<file path="config.mk">
export PLATFORM = sky130hd
export DESIGN_NAME = sci_irq_ctrl
export DESIGN_NICKNAME = d
export VERILOG_FILES = /design/src/design/sci_pkg.sv /design/src/design/sci_irq_ctrl.sv
export VERILOG_INCLUDE_DIRS = /design/src /design/src/design
export SDC_FILE = /design/constraint.sdc
export NUM_CORES = 1
export LEC_CHECK = 0
export ABC_AREA = 1
export BUFFER_PORTS_ARGS = -buffer_cell sky130_fd_sc_hd__buf_2
export CAP_MARGIN = 15
export CORE_MARGIN = 5
export CORE_UTILIZATION = 50
export DETAILED_ROUTE_END_ITERATION = 16
export PLACE_DENSITY = 0.75
export SLEW_MARGIN = 15
export SYNTH_ARGS = -nofsm -noshare
export SYNTH_HDL_FRONTEND = slang
export SYNTH_SLANG_ARGS = --single-unit
</file>
<file path="constraint.sdc">
create_clock -name ref_clk -period 5 [get_ports ref_clk]
set_input_delay 1 -clock ref_clk [delete_from_list [all_inputs] [get_ports ref_clk]]
set_output_delay 1 -clock ref_clk [all_outputs]
set_load 0.05 [all_outputs]
</file>
<file path="src/design/sci_regs.svh">
`ifndef SCI_REGS_SVH
`define SCI_REGS_SVH
// Byte addresses of the Wishbone register words.
`define SCI_ADDR_CTRL_A 8'h00
`define SCI_ADDR_CTRL_B 8'h04
`define SCI_ADDR_MASTER 8'h08
`define SCI_ADDR_ENH_A 8'h0c
`define SCI_ADDR_ENH_B 8'h10
`define SCI_ADDR_VECTOR 8'h14
`define SCI_ADDR_PEND 8'h18
`define SCI_ADDR_COMMAND 8'h1c
`define SCI_ADDR_VEC_A 8'h20
`define SCI_ADDR_VEC_B 8'h24
`define SCI_ADDR_SERVICE 8'h28
// Control register fields (irq_and_transfer_control).
`define SCI_CTRL_EXT_IE 0
`define SCI_CTRL_TX_IE 1
`define SCI_CTRL_PAR_SPECIAL 2
`define SCI_CTRL_RX_MODE_LO 3
`define SCI_CTRL_RX_MODE_HI 4
`define SCI_CTRL_REQ_ON_RX 5
`define SCI_CTRL_REQ_FUNC 6
`define SCI_CTRL_REQ_EN 7
// Enhancement control fields.
`define SCI_ENH_RX_LEVEL 3
`define SCI_ENH_DREQ_TIMING 4
`define SCI_ENH_TX_LEVEL 5
// Master control fields.
`define SCI_MASTER_MIE 3
`define SCI_MASTER_NO_VEC 1
// Command codes.
`define SCI_CMD_RESET_IUS 8'h38
`define SCI_CMD_SOFT_ACK 8'h2c
`define SCI_CMD_FIRST_RX 8'h20
`define SCI_RST_CTRL 8'h00
`define SCI_RST_VECTOR 8'h00
`define SCI_RX_FULL_LEVEL 3'd4
`endif

</file>
<file path="src/design/sci_pkg.sv">
package sci_pkg;
	typedef enum logic [1:0] {
		SCI_RX_OFF,
		SCI_RX_FIRST,
		SCI_RX_ALL,
		SCI_RX_SPECIAL
	} sci_rx_mode_type;
	typedef enum {
		SCI_ACK_IDLE,
		SCI_ACK_ACTIVE
	} sci_ack_state_type;
endpackage

</file>
<file path="src/design/sci_irq_ctrl.sv">
`timescale 1ns/1ps
`default_nettype none
`include "sci_regs.svh"
// Contract
// - A software command performs the same acknowledge as the hardware strobe.
// - Interrupt request pin is pulled low when a pending bit with no under-service bit at or above it is set and chain input high.
// - A pending bit never sets while its source enable is clear.
// - All six pending bits are read back through one status register.
// - A set under-service bit blocks all lower priority sources inside and outside.
// - Inner sources blocked by the internal chain; outer ones by chain output low.
// - Acknowledge sets under-service of highest pending source only if chain input high.
// - Channel A above B; receive above transmit above external/status.
// - Transmit level clear: interrupt when top transmit FIFO entry empties.
// - Transmit level set: interrupt only when FIFO fully empty after a write.
// - Receive modes: first character, every character, or special condition only.
// - Receive level set: character interrupt only with four or more bytes waiting.
// - Overrun, framing, end of frame and optional parity are special conditions.
// - Special condition differs from character interrupt only in vector status.
// - First character mode: special conditions interrupt any time after first character.
// - External/status interrupt on input transitions, underrun, zero count, break/abort/poll.
// - Abort or end-of-poll interrupts both at start and at end of the sequence.
// - Control bits select wait function or DMA request function for the output.
// - DMA mode: request asserted while ready to move data.
// - CPU block mode: wait asserted while not ready to transfer.
// - Second request timing bit set: second request deasserts when the top transmit entry is not empty or request enable is clear.
// - Master enable clear suppresses all interrupt requests.
// - Chain output high only when chain input high and not servicing or requesting in ack.
// - An acknowledge releases the interrupt request output.
// - Vector read through channel A has no status; through channel B always has it.
module sci_irq_ctrl
	import sci_pkg::*;
(
	input wire logic ref_clk,
	input wire logic nrst,
	input wire logic wb_cyc_i,
	input wire logic wb_stb_i,
	input wire logic wb_we_i,
	input wire logic [7:0] wb_adr_i,
	input wire logic [3:0] wb_sel_i,
	input wire logic [31:0] wb_dat_i,
	output logic [31:0] wb_dat_o,
	output logic wb_ack_o,
	output logic wb_err_o,
	input wire logic chain_enable_input,
	output logic chain_enable_output,
	input wire logic irq_acknowledge_n,
	output logic irq_n_o,
	output logic irq_n_oe,
	input wire logic [1:0] rx_char_avail,
	input wire logic [5:0] rx_fifo_count,
	input wire logic [1:0] rx_overrun,
	input wire logic [1:0] rx_framing_err,
	input wire logic [1:0] rx_end_of_frame,
	input wire logic [1:0] rx_parity_err,
	input wire logic [1:0] tx_top_empty,
	input wire logic [1:0] tx_all_empty,
	input wire logic [1:0] tx_written,
	input wire logic [1:0] cts_n,
	input wire logic [1:0] carrier_detect_input_n,
	input wire logic [1:0] sync_n,
	input wire logic [1:0] tx_underrun,
	input wire logic [1:0] brg_zero,
	input wire logic [1:0] break_abort_eop,
	output logic [1:0] wait_request_n,
	output logic [1:0] dma_request2_n
);
	logic [1:0] rst_sync_q;
	logic rst_n;
	always_ff @(posedge ref_clk or negedge nrst) begin
		if (!nrst) begin
			rst_sync_q <= 2'b00;
		end else begin
			rst_sync_q <= {rst_sync_q[0], 1'b1};
		end
	end
	assign rst_n = rst_sync_q[1];

	// Pin inputs pass two flip-flops; stage two also feeds a third that holds the previous sample.
	localparam int NPIN = 10;
	logic [NPIN-1:0] pin_raw, pin_s1_q, pin_s2_q, pin_s3_q;
	assign pin_raw = {irq_acknowledge_n, chain_enable_input, cts_n, carrier_detect_input_n, sync_n,
		break_abort_eop};
	always_ff @(posedge ref_clk or negedge rst_n) begin
		if (!rst_n) begin
			pin_s1_q <= '1;
			pin_s2_q <= '1;
			pin_s3_q <= '1;
		end else begin
			pin_s1_q <= pin_raw;
			pin_s2_q <= pin_s1_q;
			pin_s3_q <= pin_s2_q;
		end
	end
	logic ack_n_s, iei_s;
	logic [1:0] cts_s, dcd_s, sync_s, bae_s, cts_p, dcd_p, sync_p, bae_p;
	assign {ack_n_s, iei_s, cts_s, dcd_s, sync_s, bae_s} = pin_s2_q;
	assign {cts_p, dcd_p, sync_p, bae_p} = pin_s3_q[7:0];

	logic [7:0] ctrl_q [2];
	logic [7:0] enh_q [2];
	logic [7:0] master_q, vector_q;
	logic [5:0] ip_q, ius_q, ip_set;
	logic [1:0] first_seen_q;
	logic soft_ack_q;
	logic wb_req, wb_wr, ack_q, cmd_ius, cmd_ack, cmd_first;
	logic [1:0] cmd_first_ch;
	assign wb_req = wb_cyc_i && wb_stb_i && !ack_q;
	assign wb_wr = wb_req && wb_we_i && wb_sel_i[0];
	assign cmd_ius = wb_wr && wb_adr_i == `SCI_ADDR_COMMAND && wb_dat_i[7:0] == `SCI_CMD_RESET_IUS;
	assign cmd_ack = wb_wr && wb_adr_i == `SCI_ADDR_COMMAND && wb_dat_i[7:0] == `SCI_CMD_SOFT_ACK;
	assign cmd_first = wb_wr && wb_adr_i == `SCI_ADDR_COMMAND && wb_dat_i[7:0] == `SCI_CMD_FIRST_RX;
	assign cmd_first_ch = cmd_first ? {wb_dat_i[8], !wb_dat_i[8]} : 2'b00;

	function automatic logic addr_known(input logic [7:0] a);
		addr_known = a <= `SCI_ADDR_SERVICE && a[1:0] == 2'b00;
	endfunction

	always_ff @(posedge ref_clk or negedge rst_n) begin
		if (!rst_n) begin
			ctrl_q[0] <= `SCI_RST_CTRL;
			ctrl_q[1] <= `SCI_RST_CTRL;
			enh_q[0] <= `SCI_RST_CTRL;
			enh_q[1] <= `SCI_RST_CTRL;
			master_q <= `SCI_RST_CTRL;
			vector_q <= `SCI_RST_VECTOR;
		end else if (wb_wr) begin
			case (wb_adr_i)
				`SCI_ADDR_CTRL_A: ctrl_q[0] <= wb_dat_i[7:0];
				`SCI_ADDR_CTRL_B: ctrl_q[1] <= wb_dat_i[7:0];
				`SCI_ADDR_ENH_A: enh_q[0] <= wb_dat_i[7:0];
				`SCI_ADDR_ENH_B: enh_q[1] <= wb_dat_i[7:0];
				`SCI_ADDR_MASTER: master_q <= wb_dat_i[7:0];
				`SCI_ADDR_VECTOR: vector_q <= wb_dat_i[7:0];
				default: begin
				end
			endcase
		end
	end

	always_ff @(posedge ref_clk or negedge rst_n) begin
		if (!rst_n) begin
			soft_ack_q <= 1'b0;
		end else begin
			soft_ack_q <= cmd_ack;
		end
	end

	// Source order, highest first: bit 5 A rx, 4 A tx, 3 A ext, 2 B rx, 1 B tx, 0 B ext.
	logic [5:0] ie;
	logic [1:0] special, char_ev, tx_ev, ext_ev;
	logic [1:0] tx_top_d, tx_all_d;
	always_ff @(posedge ref_clk or negedge rst_n) begin
		if (!rst_n) begin
			tx_top_d <= 2'b00;
			tx_all_d <= 2'b00;
		end else begin
			tx_top_d <= tx_top_empty;
			tx_all_d <= tx_all_empty;
		end
	end
	for (genvar c = 0; c < 2; c++) begin : g_ch
		sci_rx_mode_type mode;
		assign mode = sci_rx_mode_type'(ctrl_q[c][`SCI_CTRL_RX_MODE_HI:`SCI_CTRL_RX_MODE_LO]);
		assign ie[5-3*c] = mode != SCI_RX_OFF;
		assign ie[4-3*c] = ctrl_q[c][`SCI_CTRL_TX_IE];
		assign ie[3-3*c] = ctrl_q[c][`SCI_CTRL_EXT_IE];
		assign special[c] = rx_overrun[c] || rx_framing_err[c] || rx_end_of_frame[c] ||
			(ctrl_q[c][`SCI_CTRL_PAR_SPECIAL] && rx_parity_err[c]);
		logic char_ok;
		assign char_ok = enh_q[c][`SCI_ENH_RX_LEVEL] ? rx_fifo_count[3*c+:3] >= `SCI_RX_FULL_LEVEL :
			rx_char_avail[c];
		assign char_ev[c] = char_ok &&
			(mode == SCI_RX_ALL || (mode == SCI_RX_FIRST && !first_seen_q[c]));
		// First-character mode allows special conditions only once the first one arrived.
		logic spec_ok;
		assign spec_ok = mode == SCI_RX_FIRST ? first_seen_q[c] || char_ev[c] : mode != SCI_RX_OFF;
		assign ip_set[5-3*c] = char_ev[c] || (special[c] && spec_ok);
		assign tx_ev[c] = enh_q[c][`SCI_ENH_TX_LEVEL] ? tx_all_empty[c] && !tx_all_d[c] && tx_written[c]
			: tx_top_empty[c] && !tx_top_d[c];
		assign ip_set[4-3*c] = tx_ev[c];
		assign ext_ev[c] = cts_s[c] != cts_p[c] || dcd_s[c] != dcd_p[c] || sync_s[c] != sync_p[c] ||
			tx_underrun[c] || brg_zero[c] || bae_s[c] != bae_p[c];
		assign ip_set[3-3*c] = ext_ev[c];
	end

	always_ff @(posedge ref_clk or negedge rst_n) begin
		if (!rst_n) begin
			first_seen_q <= 2'b00;
		end else begin
			first_seen_q <= (first_seen_q & ~cmd_first_ch) | char_ev;
		end
	end

	// Pending clears when its source is acknowledged into service; a new event wins.
	logic [5:0] ack_grant;
	always_ff @(posedge ref_clk or negedge rst_n) begin
		if (!rst_n) begin
			ip_q <= 6'h00;
		end else begin
			ip_q <= ((ip_q & ~ack_grant) | ip_set) & ie;
		end
	end

	// Internal daisy chain: a source may act only when nothing above is in service.
	logic [6:0] chain_in;
	logic [5:0] req_chain;
	assign chain_in[6] = iei_s;
	for (genvar i = 0; i < 6; i++) begin : g_chain
		assign req_chain[i] = chain_in[i+1] && ip_q[i] && !ius_q[i];
		assign chain_in[i] = chain_in[i+1] && !ius_q[i];
	end
	logic any_req, master_irq_enable;
	assign master_irq_enable = master_q[`SCI_MASTER_MIE];
	assign any_req = master_irq_enable && |req_chain;

	sci_ack_state_type ack_state_q;
	logic ack_start, ack_phase;
	assign ack_start = (!ack_n_s || soft_ack_q) && ack_state_q == SCI_ACK_IDLE;
	always_ff @(posedge ref_clk or negedge rst_n) begin
		if (!rst_n) begin
			ack_state_q <= SCI_ACK_IDLE;
		end else begin
			case (ack_state_q)
				SCI_ACK_IDLE: if (ack_start && !soft_ack_q) ack_state_q <= SCI_ACK_ACTIVE;
				SCI_ACK_ACTIVE: if (ack_n_s) ack_state_q <= SCI_ACK_IDLE;
				default: ack_state_q <= SCI_ACK_IDLE;
			endcase
		end
	end
	assign ack_phase = ack_start || ack_state_q == SCI_ACK_ACTIVE;

	// Highest requesting source, one-hot; several sources can request at once, so the highest bit wins.
	function automatic logic [5:0] top_one(input logic [5:0] v);
		top_one = 6'h00;
		for (int k = 0; k < 6; k++) begin
			if (v[k]) top_one = 6'h00 | (6'h01 << k);
		end
	endfunction
	assign ack_grant = (ack_start && master_irq_enable && iei_s) ? top_one(req_chain) : 6'h00;
	logic [5:0] ius_clear;
	assign ius_clear = cmd_ius ? top_one(ius_q) : 6'h00;
	always_ff @(posedge ref_clk or negedge rst_n) begin
		if (!rst_n) begin
			ius_q <= 6'h00;
		end else begin
			ius_q <= (ius_q & ~ius_clear) | ack_grant;
		end
	end

	// Request releases while an acknowledge runs, letting higher devices interrupt.
	always_ff @(posedge ref_clk or negedge rst_n) begin
		if (!rst_n) begin
			irq_n_oe <= 1'b0;
			chain_enable_output <= 1'b0;
		end else begin
			irq_n_oe <= any_req && !ack_phase;
			chain_enable_output <= chain_in[0] && !(ack_phase && any_req);
		end
	end
	assign irq_n_o = 1'b0;

	// Vector status code of the highest source; special receive gets its own code.
	logic [2:0] vstat;
	always_comb begin
		vstat = 3'd3;
		for (int k = 0; k < 6; k++) begin
			if (ius_q[k] || req_chain[k]) begin
				case (k)
					5: vstat = special[0] ? 3'd7 : 3'd6;
					4: vstat = 3'd4;
					3: vstat = 3'd5;
					2: vstat = special[1] ? 3'd3 : 3'd2;
					1: vstat = 3'd0;
					default: vstat = 3'd1;
				endcase
			end
		end
	end

	logic [7:0] rd_data;
	always_comb begin
		case (wb_adr_i)
			`SCI_ADDR_CTRL_A: rd_data = ctrl_q[0];
			`SCI_ADDR_CTRL_B: rd_data = ctrl_q[1];
			`SCI_ADDR_MASTER: rd_data = master_q;
			`SCI_ADDR_ENH_A: rd_data = enh_q[0];
			`SCI_ADDR_ENH_B: rd_data = enh_q[1];
			`SCI_ADDR_VECTOR: rd_data = vector_q;
			`SCI_ADDR_PEND: rd_data = {2'b00, ip_q};
			`SCI_ADDR_VEC_A: rd_data = vector_q;
			`SCI_ADDR_VEC_B: rd_data = {vector_q[7:4], vstat, vector_q[0]};
			`SCI_ADDR_SERVICE: rd_data = {2'b00, ius_q};
			default: rd_data = 8'h00;
		endcase
	end
	always_ff @(posedge ref_clk or negedge rst_n) begin
		if (!rst_n) begin
			ack_q <= 1'b0;
			wb_err_o <= 1'b0;
			wb_dat_o <= 32'h0000_0000;
		end else begin
			ack_q <= wb_req && addr_known(wb_adr_i);
			wb_err_o <= wb_req && !addr_known(wb_adr_i) && !wb_err_o;
			wb_dat_o <= wb_req ? {24'h00_0000, rd_data} : 32'h0000_0000;
		end
	end
	assign wb_ack_o = ack_q;

	// Wait/request: readiness is receive data waiting or transmit room, per control bit.
	for (genvar c = 0; c < 2; c++) begin : g_req
		logic ready;
		assign ready = ctrl_q[c][`SCI_CTRL_REQ_ON_RX] ? rx_char_avail[c] : tx_top_empty[c];
		always_ff @(posedge ref_clk or negedge rst_n) begin
			if (!rst_n) begin
				wait_request_n[c] <= 1'b1;
				dma_request2_n[c] <= 1'b1;
			end else begin
				if (!ctrl_q[c][`SCI_CTRL_REQ_EN]) begin
					wait_request_n[c] <= 1'b1;
				end else if (ctrl_q[c][`SCI_CTRL_REQ_FUNC]) begin
					wait_request_n[c] <= !ready;
				end else begin
					wait_request_n[c] <= ready;
				end
				if (enh_q[c][`SCI_ENH_DREQ_TIMING]) begin
					dma_request2_n[c] <= !tx_top_empty[c] || !ctrl_q[c][`SCI_CTRL_REQ_EN];
				end else begin
					dma_request2_n[c] <= !tx_all_empty[c];
				end
			end
		end
	end
endmodule
`default_nettype wire

</file>
==> results.sh <==
export IMPL_synth_cell_type_count=41
export IMPL_crit_path_start_kind="flip-flop"
export IMPL_cp_required_ns=4.00
export IMPL_grt_antenna_before_repair=0
export IMPL_synth_ff_latch_count=114
export IMPL_slowest_delay_ns=0.52
export IMPL_clock_path_buffers=2
export IMPL_clock_sinks=114
export IMPL_globalRouteOverflowTotal=0
export IMPL_hold_viol=0
export IMPL_path_clk_slew_ns=0.05
export IMPL_fin_crit_sh_pct=45.8
export IMPL_vias=4174
export IMPL_detailed_place_hpwl_um=8920
export IMPL_path_cells="buf_2"
export IMPL_ir_worst_vdd_v=0.000216
export IMPL_crit_path_top_delay_cell="dfstp_2"
export IMPL_grt_use_total_pct=20.1
export IMPL_cts_root_buf="clkbuf_8"
export IMPL_finalPower_mw=2.18
export IMPL_dpl_cell_area_um2=5550
export IMPL_worst_slew_pin_slew_ns=0.816
export IMPL_drv_cap=0
export IMPL_h_tree_depth=4
export IMPL_timing_setup_tns_ns=0
export IMPL_synth_avg_cell_area_um2=8.90
export IMPL_ctsHoldBuffers=0
export IMPL_clockPowerShare_pct=49.3
export IMPL_ys_seq_area_share_pct=56.1
export IMPL_path_max_fanout=1
export IMPL_cp_buffers_inverters=1
export IMPL_rr_startpoint="wb_ack_o"
export IMPL_cts_tree="built"
export IMPL_status="completed"
export IMPL_worst_setup_path_type="reg2out"
export IMPL_crit_end="wait_request_n[0]"
export IMPL_die_area_um2=12500
export IMPL_synthCells=580
export IMPL_startpoint="wait_request_n[0]"
export IMPL_io_buffers=70
export IMPL_ant_nets=0
export IMPL_swShare_pct=23.0
export IMPL_viasPerCell=5.15
export IMPL_worst_endpoint_arrival_ns=1.29
export IMPL_p_seq_share_pct=44.9
export IMPL_power_density_nw_per_um2=358
export IMPL_dr_pass1_iters=5
export IMPL_routabilityCongestion=0.904
export IMPL_leakagePower_nw=2.85
export IMPL_setup_violations_final=0
export IMPL_clock_latency_ns=0.52
export IMPL_yosysWarnings=0
export IMPL_rsz0062_at_grt="false"
export IMPL_start_util_pct=50.7
export IMPL_slew_headroom_pct=45.6
export IMPL_fin_skew_ns=0.00415
export IMPL_drtIter0Drc=279
export IMPL_fin_area_um2=6080
export IMPL_min_period_ns=2.29
export IMPL_crit_path_end_kind="output pin"
export IMPL_grt_pass1_vias=4169
export IMPL_slew_violations=0
export IMPL_fmax_mhz=437
export IMPL_p_sw_uw=500
export IMPL_comb_power_share_pct=5.8
export IMPL_post_cts_setup_buffers=0
export IMPL_drc=0
export IMPL_die_h_um=112
export IMPL_r2r_end="ius_q[0]"
export IMPL_num_rows=37
export IMPL_wl_per_cell_um=14.8
export IMPL_nets=747
export IMPL_grt_max_degree=68
export IMPL_r2r_slack_ns=3.24
export IMPL_drive_gt1_share_pct=24.2
export IMPL_pin_count=126
export IMPL_p_int_mw=1.68
export IMPL_dieWidth_um=112
export IMPL_nFillCells=894
export IMPL_reg2reg_depth=6
export IMPL_cts_resized=0
export IMPL_path_depth=1
export IMPL_cts_buffers=17
export IMPL_grt_pass1_wl_um=19800
export IMPL_drt_wl_total_um=12000
export IMPL_synth_area_um2=5160
export IMPL_n_antenna_cell=0
export IMPL_cp_top_family="flip-flops"
export IMPL_area_growth_pct=17.9
export IMPL_hold_path_class="in2async"
export IMPL_core_region_area_um2=10200
worst min-delay path by stage:
stage,from,endpoint,slack [ns],cells after the start
floorplan,rst_sync_q[0],rst_sync_q[1],0.33,0
detailed placement,rst_sync_q[0],rst_sync_q[1],0.34,0
global placement,rst_sync_q[0],rst_sync_q[1],0.34,0
CTS,nrst,rst_sync_q[1],0.23,1
finish,nrst,rst_sync_q[1],0.25,1
global route,nrst,rst_sync_q[1],0.23,1
placed cells by master, fill, tap and decap left out, types with 2 or more instances in the layout:
master / synthesis / layout
nand4_1: 9 / 9
nand3_2: 2 / 2
or2_2: 2 / 2
dfstp_2: 32 / 32
nor2_4: 5 / 5
a21oi_1: 20 / 20
nand2_1: 158 / 158
nor3_1: 16 / 16
xnor2_1: 2 / 2
buf_2: 5 / 70
clkbuf_8: 0 / 4
o21ai_0: 58 / 58
nand3b_1: 3 / 3
nor2_1: 32 / 32
clkbuf_1: 1 / 5
nand3_1: 19 / 19
inv_1: 43 / 43
xor2_1: 6 / 6
dfrtp_1: 82 / 81
a31oi_1: 5 / 5
clkbuf_16: 0 / 16
conb_1: 2 / 26
nor2_2: 5 / 5
o21ai_1: 14 / 14
nor4_1: 3 / 3
nand2_2: 10 / 10
inv_2: 6 / 6
clkinv_2: 0 / 5
routing by layer:
layer / up-vias / wire length, µm / GRT usage (%) / part of all wire [%]
met5: - / 0 / 0 / 0
met4: 0 / 241 / 7.22 / 2.0
met3: 22 / 929 / 6.74 / 7.8
met2: 158 / 5760 / 32.2 / 48
met1: 1978 / 5050 / 25.6 / 42
li1: 2016 / - / - / -
layout make-up:
class	instances	area, µm²	share of cell area [%]
Clock inverter	6	55.1	0.905
Multi-Input combinational cell	409	1950	32.0
Tap cell	136	170	2.80
Sequential cell	114	2900	47.6
Clock buffer	25	474	7.80
Timing Repair Buffer	71	358	5.88
Inverter	49	184	3.02
Yosys cell counts, drive strengths merged:
master,n,area (µm²)
nand3,21,115
nand3b,3,22.5
o211ai,1,7.51
nor3b,1,7.51
o21a,1,7.51
o21bai,1,7.51
a221oi,1,8.76
clkbuf,1,3.75
nor4,3,18.8
a22o,1,8.76
a41oi,1,8.76
nand4,9,56.3
buf,31,224
a21oi,20,100
dfrtp,82,2050
a31oi,5,31.3
inv,49,184
conb,2,7.51
or2,2,12.5
o31ai,1,7.51
o21ai,73,369
nor3,17,90.1
nand2,169,667
dfstp,32,841
nor2,42,208
o2111ai,1,8.76
a21boi,2,15.0
xor2,6,52.6
xnor2,2,17.5
state kept, by name, indices dropped and copies added, names as in the netlist, 2 cells and up:
register        count
pin_s3_q            8
tx_all_d            2
wb_dat_o            8
tx_top_d            2
rst_sync_q          2
ctrl_q             16
dma_request2_n      2
ius_q               6
vector_q            8
ip_q                6
enh_q              16
wait_request_n      2
pin_s1_q           10
pin_s2_q           10
first_seen_q        2
master_q            8
cells by family after synthesis:
| kind of cell | synth area share (%) |
|---|---|
| and+or+nand+nor | 23.2 |
| buffers and inverters | 7.98 |
| AOI/OAI and AO/OA | 11.3 |
| other | 0.146 |
| xor gates and xnor gates | 1.36 |
| DFF | 56.1 |
per-stage QoR:
| stage | utilization (%) | hold slack (ns) | setup WS (ns) | std cells |
|---|---|---|---|---|
| final | 59.7 | 0.255 | 2.71 | 810 |
| after global routing | 59.7 | 0.234 | 2.68 | 810 |
| after CTS | 59.7 | 0.232 | 2.69 | 810 |
| after detailed placement | 54.5 | 0.339 | 2.50 | 779 |
| after global placement | 54.5 | 0.340 | 2.53 | 779 |
| after floorplan | - | 0.331 | 1.64 | 604 |
power groups by stage:
stage / logic, mW / registers [mW] / clock network, mW
2_1_floorplan: 0.0912 / 0.997 / 0
3_3_place_gp: 0.123 / 0.991 / 0
3_5_place_dp: 0.126 / 0.993 / 0
4_1_cts: 0.127 / 0.979 / 1.09
5_1_grt: 0.139 / 0.982 / 1.13
6_report: 0.127 / 0.978 / 1.07
(Power assumes the default switching activity.)
